===== config.mk =====
export PLATFORM = sky130hd
export DESIGN_NAME = overlay_key_color_regs
export DESIGN_NICKNAME = d
export VERILOG_FILES = /design/src/verilog/overlay_key_pkg.sv /design/src/verilog/reg_access_if.sv /design/src/verilog/key_match.sv /design/src/verilog/avalon_front.sv /design/src/verilog/overlay_key_color_regs.sv
export VERILOG_INCLUDE_DIRS = /design/src /design/src/verilog
export SDC_FILE = /design/constraint.sdc
export NUM_CORES = 1
export LEC_CHECK = 0
export ABC_AREA = 1
export ABC_CLOCK_PERIOD_IN_PS = 6200
export BUFFER_PORTS_ARGS = -buffer_cell sky130_fd_sc_hd__buf_2
export CAP_MARGIN = 0
export CORE_MARGIN = 3
export CORE_UTILIZATION = 25
export DETAILED_ROUTE_END_ITERATION = 10
export PLACE_DENSITY = 0.48
export SLEW_MARGIN = 20
export SYNTH_ARGS = -nofsm -noshare
export SYNTH_HDL_FRONTEND = slang
export SYNTH_HIERARCHICAL = 1
export SYNTH_SLANG_ARGS = --single-unit

===== constraint.sdc =====
create_clock -name core_clk_i -period 6.2 [get_ports core_clk_i]
set_clock_uncertainty 0.15 [all_clocks]
set_input_delay 0.62 -clock core_clk_i [delete_from_list [all_inputs] [get_ports core_clk_i]]
set_output_delay 0.62 -clock core_clk_i [all_outputs]
set_load 0.01 [all_outputs]

===== src/verilog/overlay_key_params.svh =====
// Purpose: Register indices, field positions, reset values of the overlay key bank
// Assumes: Byte address on the bus is four times a register index
// Notes:   Definitions only
`ifndef OVERLAY_KEY_PARAMS_SVH
`define OVERLAY_KEY_PARAMS_SVH

// ---------------------------------------------------------------
// Register indices (byte address = index * 4)
// ---------------------------------------------------------------
`define IDX_DISP_CTRL  10'h200
`define IDX_AVG_RED    10'h310
`define IDX_AVG_GREEN  10'h312
`define IDX_AVG_BLUE   10'h314
`define IDX_AND_RED    10'h316
`define IDX_AND_GREEN  10'h318
`define IDX_AND_BLUE   10'h31A
`define IDX_OR_RED     10'h31C
`define IDX_FUNC_EN    10'h330
`define IDX_STATUS     10'h332

// ---------------------------------------------------------------
// Field positions and values
// ---------------------------------------------------------------
`define MODE_MSB       9
`define MODE_LSB       8
`define MODE_OVERLAY   2'h3
`define BYPASS_MSB     5
`define BYPASS_LSB     4
`define KEY_RESET      8'h00
`define CTRL_RESET     16'h0000
`define FUNC_EN_RESET  5'h00

`endif


===== src/verilog/overlay_key_pkg.sv =====
// Purpose: Types shared by the overlay key bank modules
// Assumes: Nothing beyond the parameter header
// Notes:   Function codes after FUNC_NONE follow rank order; priority lives in the datapath
package overlay_key_pkg;
    // Key function selected for a pixel
    typedef enum logic [2:0] {
        FUNC_NONE, FUNC_TRANS, FUNC_AVG, FUNC_AND, FUNC_OR, FUNC_INV
    } key_func_t;

    // One 24-bit colour, red in the top byte
    typedef logic [23:0] rgb_t;

    // Byte address to register index
    function automatic logic [9:0] addr_to_index(input logic [11:0] addr);
        return addr[11:2];
    endfunction : addr_to_index
endpackage : overlay_key_pkg


===== src/verilog/reg_access_if.sv =====
// Purpose: Carries decoded register accesses from the bus front end to the bank
// Assumes: Single clock domain
// Notes:   rdata is combinational from the bank
`timescale 1ns/1ns
`default_nettype none
interface reg_access_if;
    logic       wr_commit; // One-cycle write strobe
    logic [9:0] index;     // Register index
    logic [15:0] wdata;    // Write data, low half of the bus word
    logic [1:0] be;        // Byte enables of the low half
    logic [15:0] rdata;    // Read value of the addressed register

    modport front (output wr_commit, output index, output wdata, output be, input rdata);
    modport bank (input wr_commit, input index, input wdata, input be, output rdata);
endinterface : reg_access_if
`default_nettype wire


===== src/verilog/key_match.sv =====
// Purpose: Compares one pixel against one key colour
// Assumes: Both colours are full 8-bit components
// Notes:   Purely combinational
`timescale 1ns/1ns
`default_nettype none
module key_match
    import overlay_key_pkg::*;
(
    // Colours
    input wire rgb_t pixel_i,
    input wire rgb_t key_i,
    // Result
    output logic hit_o
);
    // All three components must agree
    always_comb begin
        hit_o = (pixel_i[23:16] == key_i[23:16]) && (pixel_i[15:8] == key_i[15:8])
            && (pixel_i[7:0] == key_i[7:0]);
    end
endmodule : key_match
`default_nettype wire


===== src/verilog/avalon_front.sv =====
// Purpose: Avalon-MM slave handshake for the overlay key bank
// Assumes: Master holds its request until it sees waitrequest low
// Notes:   Fixed answer one cycle after the request is first seen
`timescale 1ns/1ns
`default_nettype none
module avalon_front
    import overlay_key_pkg::*;
(
    // Clock and reset
    input wire logic core_clk_i,
    input wire logic rst_i,
    // Avalon-MM slave
    input wire logic [11:0] address_i,
    input wire logic read_i,
    input wire logic write_i,
    input wire logic [31:0] writedata_i,
    input wire logic [3:0] byteenable_i,
    output logic [31:0] readdata_o,
    output logic waitrequest_o,
    // Toward the bank
    reg_access_if.front acc
);
    // Handshake state
    typedef struct packed {
        logic waitreq;
        logic [15:0] rdata;
    } front_state_t;

    front_state_t st;
    front_state_t next_st;

    // Decoded access always follows the live request
    assign acc.index = addr_to_index(address_i);
    assign acc.wdata = writedata_i[15:0];
    assign acc.be = byteenable_i[1:0];
    // Write lands on the edge at which the master sees waitrequest low
    assign acc.wr_commit = write_i & ~st.waitreq;

    // Answer one cycle after a request appears, then drop back
    always_comb begin
        next_st = st;
        if (!st.waitreq) begin
            next_st.waitreq = 1'b1;
        end else if (read_i || write_i) begin
            next_st.waitreq = 1'b0;
            next_st.rdata = read_i ? acc.rdata : 16'h0000;
        end
    end

    // State register
    always_ff @(posedge core_clk_i or posedge rst_i) begin
        if (rst_i) begin
            st <= '{waitreq: 1'b1, rdata: 16'h0000};
        end else begin
            st <= next_st;
        end
    end

    assign waitrequest_o = st.waitreq;
    assign readdata_o = {16'h0000, st.rdata};
endmodule : avalon_front
`default_nettype wire


===== src/verilog/overlay_key_color_regs.sv =====
// Purpose: Overlay key colour registers and key function selection
// Assumes: Pixel inputs come from logic on core_clk_i
// Notes:   Selection result is registered, one cycle after the pixel
`timescale 1ns/1ns
`default_nettype none
`include "overlay_key_params.svh"
module overlay_key_color_regs
    import overlay_key_pkg::*;
(
    // Clock and reset
    input wire logic core_clk_i,
    input wire logic rst_i,
    // Avalon-MM slave
    input wire logic [11:0] address_i,
    input wire logic read_i,
    input wire logic write_i,
    input wire logic [31:0] writedata_i,
    input wire logic [3:0] byteenable_i,
    output logic [31:0] readdata_o,
    output logic waitrequest_o,
    // Keys held elsewhere in the overlay
    input wire rgb_t trans_key_i,
    input wire rgb_t inv_key_i,
    input wire logic [15:0] or_key_green_blue_i,
    // Pixel stream
    input wire logic pixel_valid_i,
    input wire rgb_t pixel_i,
    // Selection result
    output logic sel_valid_o,
    output key_func_t sel_func_o,
    output logic overlay_on_o
);
    // ---------------------------------------------------------------
    // State
    // ---------------------------------------------------------------

    // Everything the bank remembers
    typedef struct packed {
        logic [7:0] avg_red;      // Average key, red
        logic [7:0] avg_green;    // Average key, green
        logic [7:0] avg_blue;     // Average key, blue
        logic [7:0] and_red;      // AND key, red
        logic [7:0] and_green;    // AND key, green
        logic [7:0] and_blue;     // AND key, blue
        logic [7:0] or_red;       // OR key, red
        logic [15:0] disp_ctrl;   // Display mode and table bypass bits
        logic [4:0] func_en;      // Enables: trans, avg, and, or, inv
        logic sel_valid;          // Registered pixel valid
        key_func_t sel_func;      // Registered chosen function
        logic overlay_on;         // Registered mode decode
    } bank_state_t;

    bank_state_t st;              // Current state
    bank_state_t next_st;         // Next state

    reg_access_if acc();          // Decoded bus accesses

    rgb_t key_col [5];            // Key per function, in rank order
    logic [4:0] hit;              // Match per function, in rank order
    logic mode_ok;                // Overlay sub-window mode is selected

    // ---------------------------------------------------------------
    // Bus front end
    // ---------------------------------------------------------------

    // Handshake and read data live in the front end flops
    avalon_front u_front (
        .core_clk_i(core_clk_i),
        .rst_i(rst_i),
        .address_i(address_i),
        .read_i(read_i),
        .write_i(write_i),
        .writedata_i(writedata_i),
        .byteenable_i(byteenable_i),
        .readdata_o(readdata_o),
        .waitrequest_o(waitrequest_o),
        .acc(acc)
    );

    // ---------------------------------------------------------------
    // Key matching
    // ---------------------------------------------------------------

    // Keys in rank order, highest first
    always_comb begin
        key_col[0] = trans_key_i;
        key_col[1] = {st.avg_red, st.avg_green, st.avg_blue};
        key_col[2] = {st.and_red, st.and_green, st.and_blue};
        key_col[3] = {st.or_red, or_key_green_blue_i};
        key_col[4] = inv_key_i;
    end

    // One comparator per function
    for (genvar g = 0; g < 5; g++) begin : g_match
        key_match u_match (
            .pixel_i(pixel_i),
            .key_i(key_col[g]),
            .hit_o(hit[g])
        );
    end

    // Mode field decode; all keys are dead outside this mode
    assign mode_ok = (st.disp_ctrl[`MODE_MSB:`MODE_LSB] == `MODE_OVERLAY);

    // ---------------------------------------------------------------
    // Priority selection
    // ---------------------------------------------------------------

    // Highest-ranked function that is enabled and applies here wins
    function automatic key_func_t pick(input logic [4:0] en, input logic [4:0] match);
        logic [4:0] live;
        live = en & match;
        if (live[0]) begin
            return FUNC_TRANS;
        end else if (live[1]) begin
            return FUNC_AVG;
        end else if (live[2]) begin
            return FUNC_AND;
        end else if (live[3]) begin
            return FUNC_OR;
        end else if (live[4]) begin
            return FUNC_INV;
        end else begin
            return FUNC_NONE;
        end
    endfunction : pick

    // ---------------------------------------------------------------
    // Register read mux
    // ---------------------------------------------------------------

    // Unmapped indices read as zero; upper byte of key registers is zero
    always_comb begin
        unique case (acc.index)
            `IDX_DISP_CTRL: begin
                acc.rdata = st.disp_ctrl;
            end
            `IDX_AVG_RED: begin
                acc.rdata = {8'h00, st.avg_red};
            end
            `IDX_AVG_GREEN: begin
                acc.rdata = {8'h00, st.avg_green};
            end
            `IDX_AVG_BLUE: begin
                acc.rdata = {8'h00, st.avg_blue};
            end
            `IDX_AND_RED: begin
                acc.rdata = {8'h00, st.and_red};
            end
            `IDX_AND_GREEN: begin
                acc.rdata = {8'h00, st.and_green};
            end
            `IDX_AND_BLUE: begin
                acc.rdata = {8'h00, st.and_blue};
            end
            `IDX_OR_RED: begin
                acc.rdata = {8'h00, st.or_red};
            end
            `IDX_FUNC_EN: begin
                acc.rdata = {11'h000, st.func_en};
            end
            `IDX_STATUS: begin
                // Live view of the last selection
                acc.rdata = {11'h000, st.overlay_on, st.sel_valid, st.sel_func};
            end
            default: begin
                acc.rdata = 16'h0000;
            end
        endcase
    end

    // ---------------------------------------------------------------
    // Next state
    // ---------------------------------------------------------------

    // Register writes plus the one-cycle selection pipeline
    always_comb begin
        next_st = st;

        // Key bytes sit in lane 0 only
        if (acc.wr_commit && acc.be[0]) begin
            unique case (acc.index)
                `IDX_AVG_RED: begin
                    next_st.avg_red = acc.wdata[7:0];
                end
                `IDX_AVG_GREEN: begin
                    next_st.avg_green = acc.wdata[7:0];
                end
                `IDX_AVG_BLUE: begin
                    next_st.avg_blue = acc.wdata[7:0];
                end
                `IDX_AND_RED: begin
                    next_st.and_red = acc.wdata[7:0];
                end
                `IDX_AND_GREEN: begin
                    next_st.and_green = acc.wdata[7:0];
                end
                `IDX_AND_BLUE: begin
                    next_st.and_blue = acc.wdata[7:0];
                end
                `IDX_OR_RED: begin
                    next_st.or_red = acc.wdata[7:0];
                end
                `IDX_DISP_CTRL: begin
                    next_st.disp_ctrl[7:0] = acc.wdata[7:0];
                end
                `IDX_FUNC_EN: begin
                    next_st.func_en = acc.wdata[4:0];
                end
                default: begin
                    // Unmapped or read-only: the write is dropped
                end
            endcase
        end

        // Upper lane only reaches the display control word
        if (acc.wr_commit && acc.be[1] && acc.index == `IDX_DISP_CTRL) begin
            next_st.disp_ctrl[15:8] = acc.wdata[15:8];
        end

        // Bypass bits are only stored; bit replication is software's job,
        // so a short key written under bypass simply fails to match

        // Selection pipeline: nothing is chosen outside the overlay mode
        next_st.overlay_on = mode_ok;
        next_st.sel_valid = pixel_valid_i;
        if (pixel_valid_i && mode_ok) begin
            next_st.sel_func = pick(st.func_en, hit);
        end else begin
            next_st.sel_func = FUNC_NONE;
        end
    end

    // ---------------------------------------------------------------
    // State register
    // ---------------------------------------------------------------

    // Everything resets to zero, function none
    always_ff @(posedge core_clk_i or posedge rst_i) begin
        if (rst_i) begin
            st <= '{avg_red: `KEY_RESET, avg_green: `KEY_RESET, avg_blue: `KEY_RESET,
                    and_red: `KEY_RESET, and_green: `KEY_RESET, and_blue: `KEY_RESET,
                    or_red: `KEY_RESET, disp_ctrl: `CTRL_RESET,
                    func_en: `FUNC_EN_RESET, sel_valid: 1'b0,
                    sel_func: FUNC_NONE, overlay_on: 1'b0};
        end else begin
            st <= next_st;
        end
    end

    // ---------------------------------------------------------------
    // Outputs
    // ---------------------------------------------------------------

    // All straight from the state register
    assign sel_valid_o = st.sel_valid;
    assign sel_func_o = st.sel_func;
    assign overlay_on_o = st.overlay_on;
endmodule : overlay_key_color_regs
`default_nettype wire


=== After elaboration in Yosys (flattened, before gate mapping) ===
Index checks and enable logic that the tools add are counted.
Widths: inputs -> output; s select.

* Input port bits: 141
* Logic and storage cells: 79
* Output and inout bits: 38
* Bits in registers: 99

* Reductions and logical operators: 25
* Muxes and demuxes: 10
* Bitwise logic cells: 3
* Equal/unequal tests: 26

{| class="wikitable"
|+ Operator list
! cell !! count
|-
| $pmux 16 s10 || 1
|-
| $eq 8x8->1 || 15
|-
| $eq 10x10->1 const B || 10
|-
| $reduce_and 2->1 || 10
|-
| $mux 3 || 6
|-
| $mux 17 || 1
|-
| $mux 16 || 1
|-
| $logic_and 1x1->1 || 14
|-
| $and 5x5->5 || 1
|-
| $eq 2x2->1 const B || 1
|-
| $and 1x1->1 || 1
|-
| $logic_or 1x1->1 || 1
|-
| $mux 1 || 1
|-
| $not 1->1 || 1
|}

=== Logic depth before layout (Yosys ltp) ===
* Depth in word-level cells: 10
* Depth in mapped cells: 13
* Depth with buffers taken out: 13

=== Modules after synthesis ===
Netlist, hierarchy kept.

{| class="wikitable"
|+ By module, submodules not included
! module !! cells an instance !! sequential area each (um^2) !! area an instance (um^2) !! instances
|-
| overlay_key_color_regs || 500 || 2052.0 || 4204.0 || 1
|-
| key_match || 103 || 0.0 || 429.2 || 5
|-
| avalon_front || 118 || 426.7 || 998.5 || 1
|}

=== Worst setup path after synthesis ===
Ideal clock, no wire load.

* Kind: input port to flip-flop
* Start: input address_i[9]
* End: register u_front.st, in the netlist u_front/readdata_o[3]
* Cell stages on the path: 11
* Library setup time: 0.065 ns
* Path slack: 4.276 ns
* Data required time: 5.985 ns
* Arrival: 1.709 ns
* Path buffers: 2
* Cells stage by stage: buf_4 nor2_1 nand2_2 nor2_8 buf_6 nand3_1 nand2_1 nor2_1 nand3_1 nand2_1 nand2_1

* Word-level cells in the longest chain between the ends: 3
* Elaborated cells on any way between the ends: 12
* Classes of those cells: eq/ne: 10; mux: 2

{| class="wikitable"
|+ Ends and longest elaborated chain
! item !! RTL line !! RTL
|-
| start, declared || overlay_key_color_regs.sv:14 || <nowiki>input wire logic [11:0] address_i,</nowiki>
|-
| $eq 10x10->1 || overlay_key_color_regs.sv:134 || <nowiki>unique case (acc.index)</nowiki>
|-
| $pmux 16 s10 (*) || overlay_key_color_regs.sv:134 ||
|-
| named net acc.rdata[3] || reg_access_if.sv:11 || <nowiki>logic [15:0] rdata;</nowiki>
|-
| $mux 16 (*) || avalon_front.sv:46 || <nowiki>next_st.rdata = read_i ? acc.rdata : 16'h0000;</nowiki>
|-
| end signal, assigned || avalon_front.sv:53 || <nowiki>st <= '{waitreq: 1'b1, rdata: 16'h0000};</nowiki>
|-
| end signal, assigned || avalon_front.sv:55 || <nowiki>st <= next_st;</nowiki>
|-
| end, declared || avalon_front.sv:29 || <nowiki>front_state_t st;</nowiki>
|}

Mark *: on every way through the listed nets, which the timed path passes. The rest lies on a longest branch.
A chain may end at the register's enable or synchronous reset.

=== Worst setup path in the final report ===
* Start: input address_i[4]
* End: register st[22] in the netlist's numbering

* Word-level cells in the longest chain between the ends: 2

{| class="wikitable"
|+ Ends and longest elaborated chain
! item !! RTL line !! RTL
|-
| $eq 10x10->1 || n/a ||
|-
| $logic_and 1x1->1 (no line) || n/a ||
|-
| end signal, assigned || overlay_key_color_regs.sv:241 || <nowiki>st <= '{avg_red: `KEY_RESET, avg_green: `KEY_RESET, avg_blue: `KEY_RESET,</nowiki>
|-
| end signal, assigned || overlay_key_color_regs.sv:247 || <nowiki>st <= next_st;</nowiki>
|-
| end, declared || overlay_key_color_regs.sv:53 || <nowiki>bank_state_t st;</nowiki>
|}

No other way between the ends.

==> impl_metrics.json <==
{
  "place.gp.congestion": 0.812,
  "synth-edff-count": 0,
  "finalCritPeriodShare": 0.378,
  "async_flop_share": 1.00,
  "worstPathRequired_ns": 6.32,
  "r2r_cells": 11,
  "slew_viol_final": 0,
  "syn_inst": 1133,
  "wl_per_cell_microns": 13.5,
  "switching_share": 0.295,
  "vias_per_cell": 4.09,
  "die_w_microns": 177,
  "routed_wl_microns": 21900,
  "fin_setup_tns_ns": 0,
  "relSlewSlack": 0.362,
  "grt_overflow": 0,
  "grt_pass1_vias": 6328,
  "vias": 6660,
  "combPwrFrac": 0.152,
  "synth_area_leaders": "dfrtp_1, nand2_1, nor2_1, inv_1, buf_4",
  "finalSetupViolCount": 0,
  "start_util": 0.255,
  "cts_setup_buffers": 0,
  "synth_seq_cells": 99,
  "crit_arrival_ns": 2.46,
  "place_inst": 1610,
  "syn_area_sq_mm": 0.00735,
  "ir_drop_mv": 0.0935,
  "cp_slowest_cell": "nor2_2",
  "synth-main-ff-cell": "dfrtp_1",
  "synth_common_cells": "nand2_1, nor2_1, inv_1, dfrtp_1",
  "fin_crit_ns": 2.34,
  "worst_pin_slew_ns": 0.957,
  "worstPathCellList": "buf_2 > nor2_1 > buf_4 > nand2_1 > nor2_2 > nand3_2 > o21ai_0",
  "power.switching_uw": 420,
  "p_int_uw": 1000,
  "hp-class": "input port to asynchronous set/reset pin",
  "firstDrtPassIters": 4,
  "power.total_uw": 1420,
  "areaGrowthSynthToFinish_pct": 13.9,
  "grt_start_max_net_pins": 70,
  "cts_max_level": 3,
  "hold_violations": 0,
  "hold_buffers": 0,
  "rsz0062_at_grt": "no",
  "crit_path_start_kind": "input port",
  "slowest_delay_ns": 0.54,
  "synth.top_cell.area_share": 0.334,
  "startpoint": "address_i[4]",
  "rrSetupSlack_ns": 4.49,
  "drv_cap": 0,
  "fmax_ghz": 0.427,
  "path_max_fanout": 16,
  "place.port_buffers": 142,
  "p_leak_uw": 0.00477,
  "path_delay_family": "simple AND/OR/NAND/NOR gates",
  "cts_root_buf": "clkbuf_16",
  "antenna_left": 0,
  "cts_tree": "yes",
  "die-height_microns": 177,
  "r2r_start": "key_col[51]",
  "power_density_mw_per_mm2": 170,
  "critical_path_buf_inv_count": 2,
  "grtUsageTotal": 0.140,
  "path_depth": 7,
  "synth.distinct_cells": 30,
  "synth_most_common_cell": "nand2_1",
  "cp-end-kind": "flip-flop",
  "row_count": 62,
  "hold_ws_ns": 0.0398,
  "cts.sinks": 99,
  "ys_seq_area_frac": 0.337,
  "clk_pin_slew_worst_paths_ns": 0.08,
  "synth.avg_cell_area_sq_um": 6.49,
  "antenna_found_initial": 3,
  "fin_ws_ns": 3.86,
  "drtIter0Drc": 406,
  "worstSetupEndpoint": "st[22]",
  "synth_warnings": 6,
  "grt_pass1_wl_microns": 33900,
  "numCtsBuffers": 9,
  "power_frac_seq": 0.458,
  "worstSetupPathType": "input port to flip-flop",
  "nets": 1378,
  "dp_slack_ns": 3.44,
  "fp.coreArea_sq_mm": 0.0289,
  "clk_latency_ns": 0.35,
  "r2r-end": "sel_func_o[0]",
  "dp_hpwl_microns": 17100,
  "cts_resized": 0,
  "status": "finished, final reports clean",
  "cts_buffer_depth": 2,
  "synth_top_cell_by_area": "dfrtp_1",
  "io_pins": 179,
  "fin_cells": 1627,
  "drc": 0,
  "p_clk_frac": 0.390,
  "die_area_sq_mm": 0.0315,
  "drive_gt1_frac": 0.174
}
-- kinds of logic after synthesis --
kind of cell | share of synthesized area
AOI/OAI and AO/OA | 0.0673
xor gates and xnor gates | 0.0477
buffers and inverters | 0.159
DFF | 0.337
other | 0.000510
and+or+nand+nor | 0.389
-- metal layers --
| metal | vias to the layer above | part of all wire | GRT usage |
|---|---|---|---|
| met5 | - | 0.0010 | 0 |
| met4 | 4 | 0.023 | 0.0412 |
| met3 | 29 | 0.047 | 0.0252 |
| met2 | 132 | 0.48 | 0.245 |
| met1 | 2940 | 0.45 | 0.175 |
| li1 | 3555 | - | - |
-- cell usage in the layout, fill, tap and decap left out, types with 3 or more instances in the layout --
cell       instances
buf_2            142
clkbuf_16          9
clkinv_4           3
conb_1            16
dfrtp_1           98
inv_1            164
nand2_1          415
nand2_2            7
nand2_4            3
nand3_1           51
nand3_4            4
nand4_1            8
nor2_1           173
nor2_2             7
nor2_8             5
o21ai_0            6
o21ai_1           51
o21ai_2           20
xnor2_1           40
-- worst min path at each step --
stage / cells past startpoint / startpoint / slack, ns / to
after floorplan: 2 / st[22] / 0.30 / st[22]
final: 2 / rst_i / 0.04 / key_col[54]
after CTS: 2 / rst_i / 0.04 / key_col[54]
after global routing: 2 / rst_i / 0.04 / key_col[63]
after detailed placement: 2 / u_front/readdata_o[9] / 0.31 / u_front/readdata_o[9]
after global placement: 2 / u_front/readdata_o[13] / 0.30 / u_front/readdata_o[13]
-- sequential cells by signal, indices dropped and copies added (netlist names) --
signal                 flops
overlay_on_o               1
sel_valid_o                1
key_col                   56
st                        21
sel_func_o                 3
u_front/waitrequest_o      1
u_front/readdata_o        16
-- cell type report --
type	instances	area (sq um)
timing repair buffer	144	726
antenna	1	2.50
inverter	169	638
tap	384	480
clock buffer	9	225
multi-input combinational	814	3760
clock inverter	7	60.1
sequential	99	2480
fill	3261	20500
-- through the flow --
| stage | utilization | cell area, sq um |
|---|---|---|
| CTS | 0.290 | 8370 |
| detailed placement | 0.280 | 8080 |
| floorplan | - | 7400 |
| finish | 0.290 | 8370 |
| global route | 0.290 | 8370 |
| global placement | 0.280 | 8080 |
-- power by group through the flow --
stage / clock network (uW) / registers, uW / logic [uW]
2_1_floorplan: 0 / 665 / 144
3_3_place_gp: 0 / 665 / 218
3_5_place_dp: 0 / 665 / 221
4_1_cts: 578 / 652 / 221
5_1_grt: 596 / 653 / 248
6_report: 556 / 652 / 216
No activity file was read; power rests on OpenSTA's default activity.
